**src/verilog/drfs_params.svh**
```systemverilog
// Named constants for the refresh scheduling pair: timing, limits, encodings.
// Assumes a 100 MHz clock; included by the package and both ends.
`ifndef DRFS_PARAMS_SVH
`define DRFS_PARAMS_SVH
`define DRFS_CLK_PERIOD_NS     10
`define DRFS_REFI_NS           3904
`define DRFS_REFI_CYC          (`DRFS_REFI_NS / `DRFS_CLK_PERIOD_NS)
`define DRFS_RFCAB_NS          180
`define DRFS_RFCAB_CYC         \
  ((`DRFS_RFCAB_NS + `DRFS_CLK_PERIOD_NS - 1) / `DRFS_CLK_PERIOD_NS)
`define DRFS_RFCPB_NS          90
`define DRFS_RFCPB_CYC         \
  ((`DRFS_RFCPB_NS + `DRFS_CLK_PERIOD_NS - 1) / `DRFS_CLK_PERIOD_NS)
`define DRFS_RTP_NS            8
`define DRFS_RPPB_NS           18
`define DRFS_RD_PB_CYC         \
  ((`DRFS_RTP_NS + `DRFS_RPPB_NS + `DRFS_CLK_PERIOD_NS - 1) \
   / `DRFS_CLK_PERIOD_NS)
`define DRFS_BL32_EXTRA_CYC    8
`define DRFS_MAX_DEBT          8
`define DRFS_WIN_MAX           16
`define DRFS_RATE_LOW          3'h0
`define DRFS_RATE_X4           3'h1
`define DRFS_RATE_X2           3'h2
`define DRFS_RATE_X1           3'h3
`define DRFS_RATE_HALF         3'h4
`define DRFS_RATE_QTR_A        3'h5
`define DRFS_RATE_QTR_B        3'h6
`define DRFS_RATE_HIGH         3'h7
`define DRFS_MOD_X4_DEBT       2
`define DRFS_MOD_X4_WIN        4
`define DRFS_MOD_X2_DEBT       4
`define DRFS_MOD_X2_WIN        8
`define DRFS_PB_SHIFT          3
`define DRFS_DEBT_SAT          5'sh0f
`endif

```
**src/verilog/drfs_pkg.sv**
```systemverilog
// Types shared by both ends of the refresh link.
// Assumes drfs_params.svh is on the include path.
`include "drfs_params.svh"
package drfs_pkg;
  typedef enum logic [2:0] {
    DRFS_CMD_NOP, DRFS_CMD_ACT, DRFS_CMD_RD, DRFS_CMD_PRE,
    DRFS_CMD_REF_AB, DRFS_CMD_REF_PB, DRFS_CMD_SR_ENTRY, DRFS_CMD_SR_EXIT
  } drfs_cmd_t;
endpackage : drfs_pkg

```
**src/verilog/drfs_if.sv**
```systemverilog
// Command/address link between controller and device, single clock.
// Assumes both ends share the clock; commands valid for one cycle.
`timescale 1ns/1ps
interface drfs_if
  import drfs_pkg::*;
  (input wire logic i_clk);
  drfs_cmd_t  cmd;
  logic [2:0] bank;
  logic       bl32;
  logic [2:0] refresh_rate_field;
  logic [7:0] bank_busy;
  modport ctrl (output cmd, output bank, output bl32,
                input refresh_rate_field, input bank_busy);
  modport dev  (input cmd, input bank, input bl32,
                output refresh_rate_field, output bank_busy);
endinterface : drfs_if

```
**src/verilog/drfs_ctrl.sv**
```systemverilog
// Controller end: refresh debt scheduler honouring rate-dependent limits.
// Assumes user requests are held until o_req_ready; one command a cycle.
`timescale 1ns/1ps
`include "drfs_params.svh"
// How it works
// - refresh only idle banks.
// - other banks usable during pb spacing.
// - other banks usable during pb cycle.
// - one refresh per interval on average.
// - at most eight refreshes postponed.
// - eight postponed gives nine-interval gap.
// - pulled-in credit capped at eight.
// - at most sixteen refreshes per two intervals.
// - postponed total across self refresh capped eight.
// - debt tally frozen during self refresh; window keeps rolling.
// - per-bank budget eight times all-bank.
// - rate field encodes interval multiplier.
// - legacy limits eight and sixteen.
// - modified limits for four and two times.
// - reduce backlog steadily after rate change.
// - clear pulled-in tally on new phase.
// - refresh at reported or shorter period.
// - read then precharge time before pb refresh.
// - burst 32 adds eight cycles.
// - extra refresh between self refresh exit, entry.
// - all-bank refresh resets pb pointer.
// - 8192 refreshes per window at base rate.
module drfs_ctrl
  import drfs_pkg::*;
  #(parameter int REFI_CYC = `DRFS_REFI_CYC,
    parameter bit MODIFIED = 1'b1)
  (
  input  wire logic       i_clk,
  input  wire logic       i_rst_n,
  input  wire logic       i_req_valid,
  input  wire drfs_cmd_t  i_req_cmd,
  input  wire logic [2:0] i_req_bank,
  input  wire logic       i_req_bl32,
  input  wire logic       i_use_per_bank,
  drfs_if.ctrl            link,
  output logic            o_req_ready,
  output logic signed [4:0] o_debt,
  output logic [2:0]      o_pb_ptr
  );
  logic [15:0] refi_cnt_r;
  logic signed [4:0] debt_r;
  logic [2:0]  pb_ptr_r;
  logic [2:0]  rate_r;
  logic [7:0]  open_r;
  logic [4:0]  rd_wait_r [8];
  logic [4:0]  win_r;
  logic [15:0] win_cnt_r;
  logic [4:0]  win_prev_r;
  logic        sr_r;
  logic        need_extra_r;
  logic        ref_busy_r;
  logic [4:0]  ref_tmr_r;
  // Scaled interval: rate multiplier applied by multiply or divide.
  wire [2:0] rate = link.refresh_rate_field;
  wire [15:0] refi_scaled =
    (rate == `DRFS_RATE_X4) ? 16'(REFI_CYC * 4) :
    (rate == `DRFS_RATE_X2) ? 16'(REFI_CYC * 2) :
    (rate == `DRFS_RATE_HALF) ? 16'(REFI_CYC / 2) :
    (rate == `DRFS_RATE_QTR_A || rate == `DRFS_RATE_QTR_B) ?
      16'(REFI_CYC / 4) : 16'(REFI_CYC);
  // Per-bank mode owes eight commands per interval, so the debt tally and
  // the window both run on an eighth of the scaled interval.
  wire [15:0] refi_eff = i_use_per_bank ?
    (refi_scaled >> `DRFS_PB_SHIFT) : refi_scaled;
  wire [4:0] lim =
    (MODIFIED && rate == `DRFS_RATE_X4) ? 5'(`DRFS_MOD_X4_DEBT) :
    (MODIFIED && rate == `DRFS_RATE_X2) ? 5'(`DRFS_MOD_X2_DEBT) :
    5'(`DRFS_MAX_DEBT);
  wire [4:0] win_lim =
    (MODIFIED && rate == `DRFS_RATE_X4) ? 5'(`DRFS_MOD_X4_WIN) :
    (MODIFIED && rate == `DRFS_RATE_X2) ? 5'(`DRFS_MOD_X2_WIN) :
    5'(`DRFS_WIN_MAX);
  wire tick = refi_cnt_r >= refi_eff - 16'h0001;
  // The tally saturates, so a refresh held off by open rows never wraps it.
  wire inc  = tick && debt_r != `DRFS_DEBT_SAT;
  wire win_ok = (win_r + win_prev_r) < win_lim;
  wire pb_idle = !open_r[pb_ptr_r] && rd_wait_r[pb_ptr_r] == 5'h00
                 && !link.bank_busy[pb_ptr_r];
  wire all_idle = open_r == 8'h00 && link.bank_busy == 8'h00;
  wire can_ref = !sr_r && !ref_busy_r && win_ok &&
                 (i_use_per_bank ? pb_idle : all_idle);
  // Urgent when debt hits limit; opportunistic pull-in while idle.
  wire urgent = debt_r >= $signed(lim) || need_extra_r;
  wire pull   = !i_req_valid && debt_r > -$signed(5'(`DRFS_MAX_DEBT));
  wire do_ref = can_ref && (urgent || pull);
  // A precharge still passes while a refresh is overdue; an open row would
  // otherwise hold off the very refresh that is blocking it.
  wire pre_req = i_req_valid && i_req_cmd == DRFS_CMD_PRE;
  wire blk = (urgent && !pre_req) ||
             (i_req_valid && i_req_cmd == DRFS_CMD_SR_ENTRY
             && (need_extra_r || debt_r > $signed(lim)));
  // In self refresh only the exit request is ever taken.
  assign o_req_ready = !do_ref && !blk && !sr_r ? 1'b1 :
                       (sr_r && i_req_cmd == DRFS_CMD_SR_EXIT);
  wire issue = i_req_valid && o_req_ready;
  wire is_rd = issue && i_req_cmd == DRFS_CMD_RD;
  wire rate_chg = rate != rate_r;
  always_ff @(posedge i_clk) begin
    if (!i_rst_n) begin
      link.cmd <= DRFS_CMD_NOP;
      link.bank <= 3'h0;
      link.bl32 <= 1'b0;
    end else if (do_ref) begin
      link.cmd <= i_use_per_bank ? DRFS_CMD_REF_PB : DRFS_CMD_REF_AB;
      link.bank <= pb_ptr_r;
      link.bl32 <= 1'b0;
    end else begin
      link.cmd <= issue ? i_req_cmd : DRFS_CMD_NOP;
      link.bank <= i_req_bank;
      link.bl32 <= i_req_bl32;
    end
  end
  // Row and read-spacing state per bank, taken from requests as they issue.
  genvar g;
  generate
    for (g = 0; g < 8; g++) begin : g_bank
      always_ff @(posedge i_clk) begin
        if (!i_rst_n) begin
          open_r[g] <= 1'b0;
          rd_wait_r[g] <= 5'h00;
        end else begin
          if (issue && i_req_bank == 3'(g) && i_req_cmd == DRFS_CMD_ACT)
            open_r[g] <= 1'b1;
          else if (issue && i_req_bank == 3'(g) &&
                   i_req_cmd == DRFS_CMD_PRE)
            open_r[g] <= 1'b0;
          if (is_rd && i_req_bank == 3'(g))
            rd_wait_r[g] <= 5'(`DRFS_RD_PB_CYC) + (i_req_bl32 ?
              5'(`DRFS_BL32_EXTRA_CYC) : 5'h00);
          else if (rd_wait_r[g] != 5'h00)
            rd_wait_r[g] <= rd_wait_r[g] - 5'h01;
        end
      end
    end
  endgenerate
  always_ff @(posedge i_clk) begin
    if (!i_rst_n) begin
      refi_cnt_r <= 16'h0000;
      debt_r <= 5'sh00;
      pb_ptr_r <= 3'h0;
      rate_r <= `DRFS_RATE_X1;
      win_r <= 5'h00;
      win_prev_r <= 5'h00;
      win_cnt_r <= 16'h0000;
      sr_r <= 1'b0;
      need_extra_r <= 1'b0;
      ref_busy_r <= 1'b0;
      ref_tmr_r <= 5'h00;
    end else begin
      rate_r <= rate;
      if (win_cnt_r >= refi_eff - 16'h0001) begin
        win_cnt_r <= 16'h0000;
        win_prev_r <= win_r;
        win_r <= 5'(do_ref);
      end else begin
        win_cnt_r <= win_cnt_r + 16'h0001;
        if (do_ref)
          win_r <= win_r + 5'h01;
      end
      // Debt freezes while in self refresh.
      if (!sr_r) begin
        refi_cnt_r <= tick ? 16'h0000 : refi_cnt_r + 16'h0001;
        // A new thermal phase drops pulled-in credit but keeps the backlog.
        if (rate_chg && debt_r < 5'sh00)
          debt_r <= 5'sh00;
        // The extra refresh after self refresh earns no credit.
        else if (do_ref && need_extra_r)
          debt_r <= debt_r + (inc ? 5'sh01 : 5'sh00);
        else
          debt_r <= debt_r + (inc ? 5'sh01 : 5'sh00)
                    - (do_ref ? 5'sh01 : 5'sh00);
      end
      if (do_ref)
        need_extra_r <= 1'b0;
      if (do_ref && !i_use_per_bank)
        pb_ptr_r <= 3'h0;
      else if (do_ref)
        pb_ptr_r <= pb_ptr_r + 3'h1;
      else if (issue && i_req_cmd == DRFS_CMD_SR_EXIT)
        pb_ptr_r <= 3'h0;
      if (issue && i_req_cmd == DRFS_CMD_SR_ENTRY)
        sr_r <= 1'b1;
      else if (issue && i_req_cmd == DRFS_CMD_SR_EXIT) begin
        sr_r <= 1'b0;
        need_extra_r <= 1'b1;
      end
      // Any refresh holds off the next one until its per-bank or all-bank refresh timer runs out.
      if (do_ref) begin
        ref_busy_r <= 1'b1;
        ref_tmr_r <= i_use_per_bank ? 5'(`DRFS_RFCPB_CYC) :
                     5'(`DRFS_RFCAB_CYC);
      end else if (ref_tmr_r != 5'h00)
        ref_tmr_r <= ref_tmr_r - 5'h01;
      else
        ref_busy_r <= 1'b0;
    end
  end
  assign o_debt = debt_r;
  assign o_pb_ptr = pb_ptr_r;
endmodule : drfs_ctrl

```
**src/flat_wrapper.sv**
```systemverilog
// flat-port wrapper written by rule: the top's interface ports become plain ports
module drfs_ctrl_flat import drfs_pkg::*;
#(parameter int REFI_CYC = `DRFS_REFI_CYC,
    parameter bit MODIFIED = 1'b1)
  (i_clk, i_rst_n, i_req_valid, i_req_cmd, i_req_bank, i_req_bl32, i_use_per_bank, o_req_ready, o_debt, o_pb_ptr, link_cmd, link_bank, link_bl32, link_refresh_rate_field, link_bank_busy);
  drfs_if link_i (.i_clk(i_clk));
  input  wire logic i_clk;
  input  wire logic i_rst_n;
  input  wire logic i_req_valid;
  input  wire drfs_cmd_t i_req_cmd;
  input  wire logic [2:0] i_req_bank;
  input  wire logic i_req_bl32;
  input  wire logic i_use_per_bank;
  output logic o_req_ready;
  output logic signed [4:0] o_debt;
  output logic [2:0] o_pb_ptr;
  output wire logic [$bits(link_i.cmd)-1:0] link_cmd;
  output wire logic [$bits(link_i.bank)-1:0] link_bank;
  output wire logic [$bits(link_i.bl32)-1:0] link_bl32;
  input wire logic [$bits(link_i.refresh_rate_field)-1:0] link_refresh_rate_field;
  input wire logic [$bits(link_i.bank_busy)-1:0] link_bank_busy;
  assign link_cmd = link_i.cmd;
  assign link_bank = link_i.bank;
  assign link_bl32 = link_i.bl32;
  assign link_i.refresh_rate_field = link_refresh_rate_field;
  assign link_i.bank_busy = link_bank_busy;
  drfs_ctrl #(.REFI_CYC(REFI_CYC), .MODIFIED(MODIFIED)) u_core (.i_clk(i_clk), .i_rst_n(i_rst_n), .i_req_valid(i_req_valid), .i_req_cmd(i_req_cmd), .i_req_bank(i_req_bank), .i_req_bl32(i_req_bl32), .i_use_per_bank(i_use_per_bank), .link(link_i), .o_req_ready(o_req_ready), .o_debt(o_debt), .o_pb_ptr(o_pb_ptr));
endmodule
```
**config.mk**
```make
export PLATFORM = sky130hd
export DESIGN_NAME = drfs_ctrl_flat
export DESIGN_NICKNAME = d
export VERILOG_FILES = /design/src/verilog/drfs_pkg.sv /design/src/verilog/drfs_if.sv /design/src/verilog/drfs_ctrl.sv /design/src/flat_wrapper.sv
export VERILOG_INCLUDE_DIRS = /design/src /design/src/verilog
export SDC_FILE = /design/constraint.sdc
export NUM_CORES = 1
export LEC_CHECK = 0
export ABC_AREA = 0
export BUFFER_PORTS_ARGS = -buffer_cell sky130_fd_sc_hd__buf_2
export CORE_UTILIZATION = 35
export DETAILED_ROUTE_END_ITERATION = 16
export GPL_ROUTABILITY_DRIVEN = 0
export GPL_TIMING_DRIVEN = 1
export PLACE_DENSITY = 0.61
export REMOVE_ABC_BUFFERS = 1
export SLEW_MARGIN = 30
export SYNTH_ARGS = -nofsm -noshare
export SYNTH_HDL_FRONTEND = slang
export SYNTH_SLANG_ARGS = --single-unit
```
**constraint.sdc**
```tcl
create_clock -name i_clk -period 7.4 [get_ports i_clk]
set_input_delay 1.48 -clock i_clk [delete_from_list [all_inputs] [get_ports i_clk]]
set_output_delay 1.48 -clock i_clk [all_outputs]
set_load 0.01 [all_outputs]
```
Word level (Yosys, flattened, before mapping)
Memories as Yosys holds them, arrays and structs flattened. A register that Yosys moved wholly into a read port is not among the register bits.
Cells that the tools add are included.
W data, S select, Z words.
- flip-flop bits (word level): 76
- output and inout port bits: 16
- RAM bits: 40
- memories: 1
- input bits: 22
- logic and storage cells: 314
- reduce and logical (&&, ||, !) cells: 97
- add/subtract/negate cells: 18
- bitwise gates (word level): 17
- multiplexer cells: 130
- magnitude comparators: 8
- equality and inequality tests: 20
- memory list (memory ; depth ; bits a word ; read ports ; clocked after Yosys merged registers in ; write ports ; RTL line ; RTL):
    u_core.rd_wait_r ; 8 ; 5 ; 9 ; 1 ; 8 ; drfs_ctrl.sv:50 ; logic [4:0] rd_wait_r [8];
- operators with widths (kind ; count):
    $mux W5 ; 24
    $mux W1 ; 89
    $mux W16 ; 5
    $logic_and A1 B1 Y1 ; 55
    $reduce_bool A5 Y1 ; 9
    $sub A5 B1 Y5 const B ; 9
    $add A16 B1 Y16 const B ; 2
    $ge A16 B16 Y1 ; 2
    $eq A3 B3 Y1 const B ; 9
    $reduce_bool A2 Y1 ; 12
    $mux W3 ; 7
    $logic_not A8 Y1 ; 2
    $or A1 B1 Y1 ; 16
    $sub A16 B1 Y16 const B ; 1
    $eq A3 B2 Y1 const B ; 5
    $add A5 B5 Y5 ; 2
    $eq A3 B1 Y1 const B ; 3
    $logic_not A1 Y1 ; 9
    $mux W9 ; 1
    $mux W4 ; 2
    $bmux W1 S3 ; 2
    $reduce_or A2 Y1 ; 3
    $add A2 B5 Y5 const A ; 1
    $add A5 B1 Y5 const B ; 1
    15 further kinds ; 19

Logic depth before layout (Yosys ltp)
- depth after elaboration: 20
- depth in mapped cells: 29
- mapped depth without buffers: 26

Least setup slack after synthesis
OpenSTA, ideal clock, no wires.
- path type: in2reg
- start: input i_use_per_bank
- end: register u_core.debt_r[4], in the netlist u_core.o_debt[4]
- data required time: 7.267 ns
- buffers on the path: 4
- path slack: 0.703 ns
- arrival: 6.564 ns
- stages: 29
- setup time: 0.133 ns
- path through: buf_4 -> clkbuf_1 -> inv_1 -> nor2_1 -> o211ai_1 -> ha_1 -> clkbuf_1 -> or2_2 -> a21oi_1 -> a31oi_1 -> ha_1 -> o21ai_0 -> a21oi_1 -> nand2_1 -> o21ai_0 -> o2111ai_1 -> a31oi_1 -> clkbuf_1 -> o21a_1 -> ha_1 -> ha_1 -> inv_1 -> ha_1 -> inv_1 -> or3_1 -> o211ai_1 -> a2111oi_0 -> a41oi_1 -> a31oi_1
- cells in the longest elaborated chain, start to end: 9
- elaborated cells on any way between the ends: 14
- those cells by class: 3 x add/sub; 1 x order compare; 6 x mux; 4 x reduce/logical
- ends and longest elaborated chain (item ; RTL line ; RTL):
    start, declared ; flat_wrapper.sv:13 ; input wire logic i_use_per_bank;
    $mux W16 ; drfs_ctrl.sv:68 ; wire [15:0] refi_eff = i_use_per_bank ?
    $sub A16 B1 Y16 ; drfs_ctrl.sv:78 ; wire tick = refi_cnt_r >= refi_eff - 16'h0001;
    $ge A16 B16 Y1 ; drfs_ctrl.sv:78 ;
    $logic_and A1 B1 Y1 (no line) ; -- ;
    $mux W1 ; drfs_ctrl.sv:173, drfs_ctrl.sv:175 ;
    $add A5 B5 Y5 ; drfs_ctrl.sv:173, drfs_ctrl.sv:175 ;
    $sub A5 B5 Y5 ; drfs_ctrl.sv:176 ; - (do_ref ? 5'sh01 : 5'sh00);
    $mux W5 (*) ; drfs_ctrl.sv:172 ; else if (do_ref && need_extra_r)
    $mux W5 (*) ; drfs_ctrl.sv:169 ; if (rate_chg && debt_r < 5'sh00)
    end signal, assigned ; drfs_ctrl.sv:173 ; debt_r <= debt_r + (inc ? 5'sh01 : 5'sh00);
    end signal, assigned ; drfs_ctrl.sv:175 ; debt_r <= debt_r + (inc ? 5'sh01 : 5'sh00)
    end, declared ; drfs_ctrl.sv:46 ; logic signed [4:0] debt_r;
Every way passes the cells marked *; elsewhere a longest branch is shown, timed or not.
A chain may end at the register's enable or synchronous reset.

Final worst setup path
- start: input link_refresh_rate_field[0]
- end: register u_core.debt_r[4], in the netlist u_core.o_debt[4]
- cells in the longest elaborated chain, start to end: 15
- elaborated cells on any way between the ends: 34
- those cells by class: 3 x add/sub; 3 x order compare; 6 x eq/ne; 13 x mux; 9 x reduce/logical
- ends and longest elaborated chain (item ; RTL line ; RTL):
    start, declared ; flat_wrapper.sv:20 ; input wire logic [$bits(link_i.refresh_rate_field)-1:0] link_refresh_rate_field;
    $eq A3 B3 Y1 (no line) ; -- ;
    $logic_or A1 B1 Y1 (no line) ; -- ;
    $mux W9 ; drfs_ctrl.sv:64 ; (rate == `DRFS_RATE_QTR_A || rate == `DRFS_RATE_QTR_B) ?
    $mux W16 ; drfs_ctrl.sv:63 ; (rate == `DRFS_RATE_HALF) ? 16'(REFI_CYC / 2) :
    $mux W16 ; drfs_ctrl.sv:62 ; (rate == `DRFS_RATE_X2) ? 16'(REFI_CYC * 2) :
    $mux W16 ; drfs_ctrl.sv:61 ; (rate == `DRFS_RATE_X4) ? 16'(REFI_CYC * 4) :
    $mux W16 ; drfs_ctrl.sv:68 ;
    $sub A16 B1 Y16 ; drfs_ctrl.sv:78 ;
    $ge A16 B16 Y1 ; drfs_ctrl.sv:78 ;
    $logic_and A1 B1 Y1 (no line) ; -- ;
    $mux W1 ; drfs_ctrl.sv:173, drfs_ctrl.sv:175 ;
    $add A5 B5 Y5 ; drfs_ctrl.sv:173, drfs_ctrl.sv:175 ;
    $sub A5 B5 Y5 ; drfs_ctrl.sv:176 ;
    $mux W5 ; drfs_ctrl.sv:172 ;
    $mux W5 (*) ; drfs_ctrl.sv:169 ;
Marked as above.

==> metrics <==
final hold vios=0; fin area=8560 um2; largest net degree at the start of global routing=60; post-synth cell types=82; DR vias=6332; clk root buf=clkbuf_16; Post-CTS Hold Buffers=0; Leakage=3.52 nW; fin. max-slew vios=0; critical path fanouts, max=17; post-CTS sizing=0; WL met3=779 um; CP Launch Type=primary input; Setup violations, final=0; Final Cycle Share=85.4%; EDFF count, synth=40; Area contributors post-synth=dfxtp_1 (21%), edfxtp_1 (16%), ha_1 (9.6%); setup tns final=0 ns; switching portion of total power=33.9%; RSZ-0062 raised after global routing=no; Post-Synthesis Cells=874; Post-CTS Setup Repair Bufs=0; Slew @ Worst Pin=0.879 ns; Rel. slew slack=41.3%; antenna violations before repair=0; post-layout minimum cycle time=6.32 ns; # IOs=38; CP max stage cell=ha_1; Yosys top cell area share=20.9%; cell mode on critical path=ha_1; Ys Warns=0; clock network power share=31.1%; placed cell area=8000 um2; max_cap viols=0; Final nets=988; worst skew pair latency=0.42 ns; max incr delay on CP=0.45 ns; Core Rows=53; wl on met1=8.55 mm; Initial Utilization=35.9%; worst min-delay path category=register to register; clock slew at reported path FFs=0.05 ns; Worst Setup End Kind=register; register area share after synthesis=36.8%; htree depth=4; fraction of registers with async set/reset=0%; Synth area leader=dfxtp_1; clk_skew=0.00774 ns; Die Footprint=22200 um2; DRT iter0 DRCs=366; Max VDD drop=156 uV; Routed Antenna Nets=0; Avg Cell Area, Syn=8.66 um2; Pwr per Cell Area=297 nW/um2; Worst Path Arrival=6.59 ns; total CTS buffers=17; vias in the first global route=5889; WS Path Type=primary input to register; synthesized flop and latch total=119; Num Clock Sinks=119; grt total ovfl=0; uppermost layer routed=met4; deepest clock path buffer count=2; diode count=0; drt wl/cell=14.9 um; routed length on met2=8.30 mm; combinational group share of total power=30.6%; Port Buffer Count=37; Core ar.=21100 um2; switching power=0.862 mW; Total GRT Usage=16.7%; DRC=0; first-pass GRT wire length=29.5 mm; post-DP HPWL=13.0 mm; Cell Area, Synth=7560 um2; share of cells above drive strength 1=11.1%; status=finished, final reports clean; Flop pwr share=38.4%; die width=149 um; Internal=1.68 mW; die height=149 um; area delta synth->final=13.1%; most common cell after layout, fill and taps aside=nor2_1; Routed WL=17.8 mm; Worst Path Required=7.67 ns; fmax=158 MHz; Via density=5.30; CTS tree=yes; TritonRoute pass-1 iters=5; dominant synthesized flop cell=dfxtp_1; commonest cells after routing, fill and taps aside=nor2_1 (118), nand2_1 (81), dfxtp_1 (79)
## per-layer routing
layer / up-vias / track usage, %
met5: - / 0
met4: 0 / 4.44
met3: 15 / 3.43
met2: 142 / 27.4
met1: 2965 / 22.2
li1: 3210 / -
## power groups by stage
stage | Clock, mW | Sequential (mW) | Combinational (mW)
6_report | 0.790 | 0.975 | 0.777
5_1_grt | 0.840 | 0.995 | 0.891
3_5_place_dp | 0 | 0.989 | 0.777
3_3_place_gp | 0 | 0.986 | 0.771
2_1_floorplan | 0 | 0.960 | 0.614
4_1_cts | 0.809 | 0.976 | 0.784
## synthesized netlist by cell type, types with 20 or more instances
master and count:
nor3_1 22, edfxtp_1 40, ha_1 58, a21oi_1 52
nand2_1 81, a211oi_1 20, clkbuf_1 21, nor2_1 118
xor2_1 22, dfxtp_1 79, o21ai_0 27, inv_1 43
xnor2_1 34, nand3_1 40
## per-stage QoR
stage,util [%],worst slack (ns),std cells,hold slack (ns),power (mW)
2_1_floorplan,-,1.07,847,0.433,1.57
4_1_cts,40.6,1.06,1195,0.470,2.57
3_5_place_dp,37.9,0.719,1164,0.461,1.77
6_report,40.6,1.08,1195,0.465,2.54
5_1_grt,40.6,0.587,1195,0.494,2.73
3_3_place_gp,37.9,0.765,1164,0.452,1.76
## state kept, by name, summed over array words and instances, names as in the netlist, 3 cells and up, named ones only
register and cells:
u_core.rd_wait_r 40, u_core.refi_cnt_r 16, u_core.win_cnt_r 16, u_core.open_r 8
u_core.o_debt 5, u_core.ref_tmr_r 5, u_core.win_prev_r 5, u_core.win_r 5
u_core.link.bank 3, u_core.link.cmd 3, u_core.o_pb_ptr 3, u_core.rate_r 3
## layout make-up
class | instances | area, um2
repair buffers | 42 | 223
inverters | 44 | 165
clock buffers | 17 | 425
well taps | 275 | 344
fillers | 2132 | 12500
multi-input cells | 684 | 4480
flip-flops and latches | 119 | 2780
clock inverters | 14 | 135
## worst max-delay path, delay by kind of cell
family	cells	cell delay, ns
fa+ha+maj	5	1.51
buf+inv	4	0.55
compound gates	14	2.16
simple gates	4	0.88
## worst paths after layout
path,startpoint,end,slack [ns],cells past startpoint
worst min register to register,u_core.ref_busy_r,u_core.ref_busy_r,0.47,2
worst max-delay path,link_refresh_rate_field[0],u_core.o_debt[4],1.08,27
worst max register to register,u_core.win_r[1],u_core.o_debt[4],2.67,20
worst min-delay path,u_core.ref_busy_r,u_core.ref_busy_r,0.47,2
## cells by family after synthesis
group                    Yosys count  synth area share [%]
XOR/XNOR                          56                  6.48
multiplexers                      19                  2.70
flip-flops                       119                  36.8
other                              1                0.0496
adder cells (fa/ha/maj)           58                  9.59
AND/OR/NAND/NOR                  360                  23.2
buffers and inverters             76                  4.20
AO/OA/AOI/OAI                    185                  17.0
Power figures use the tool's default switching activity.
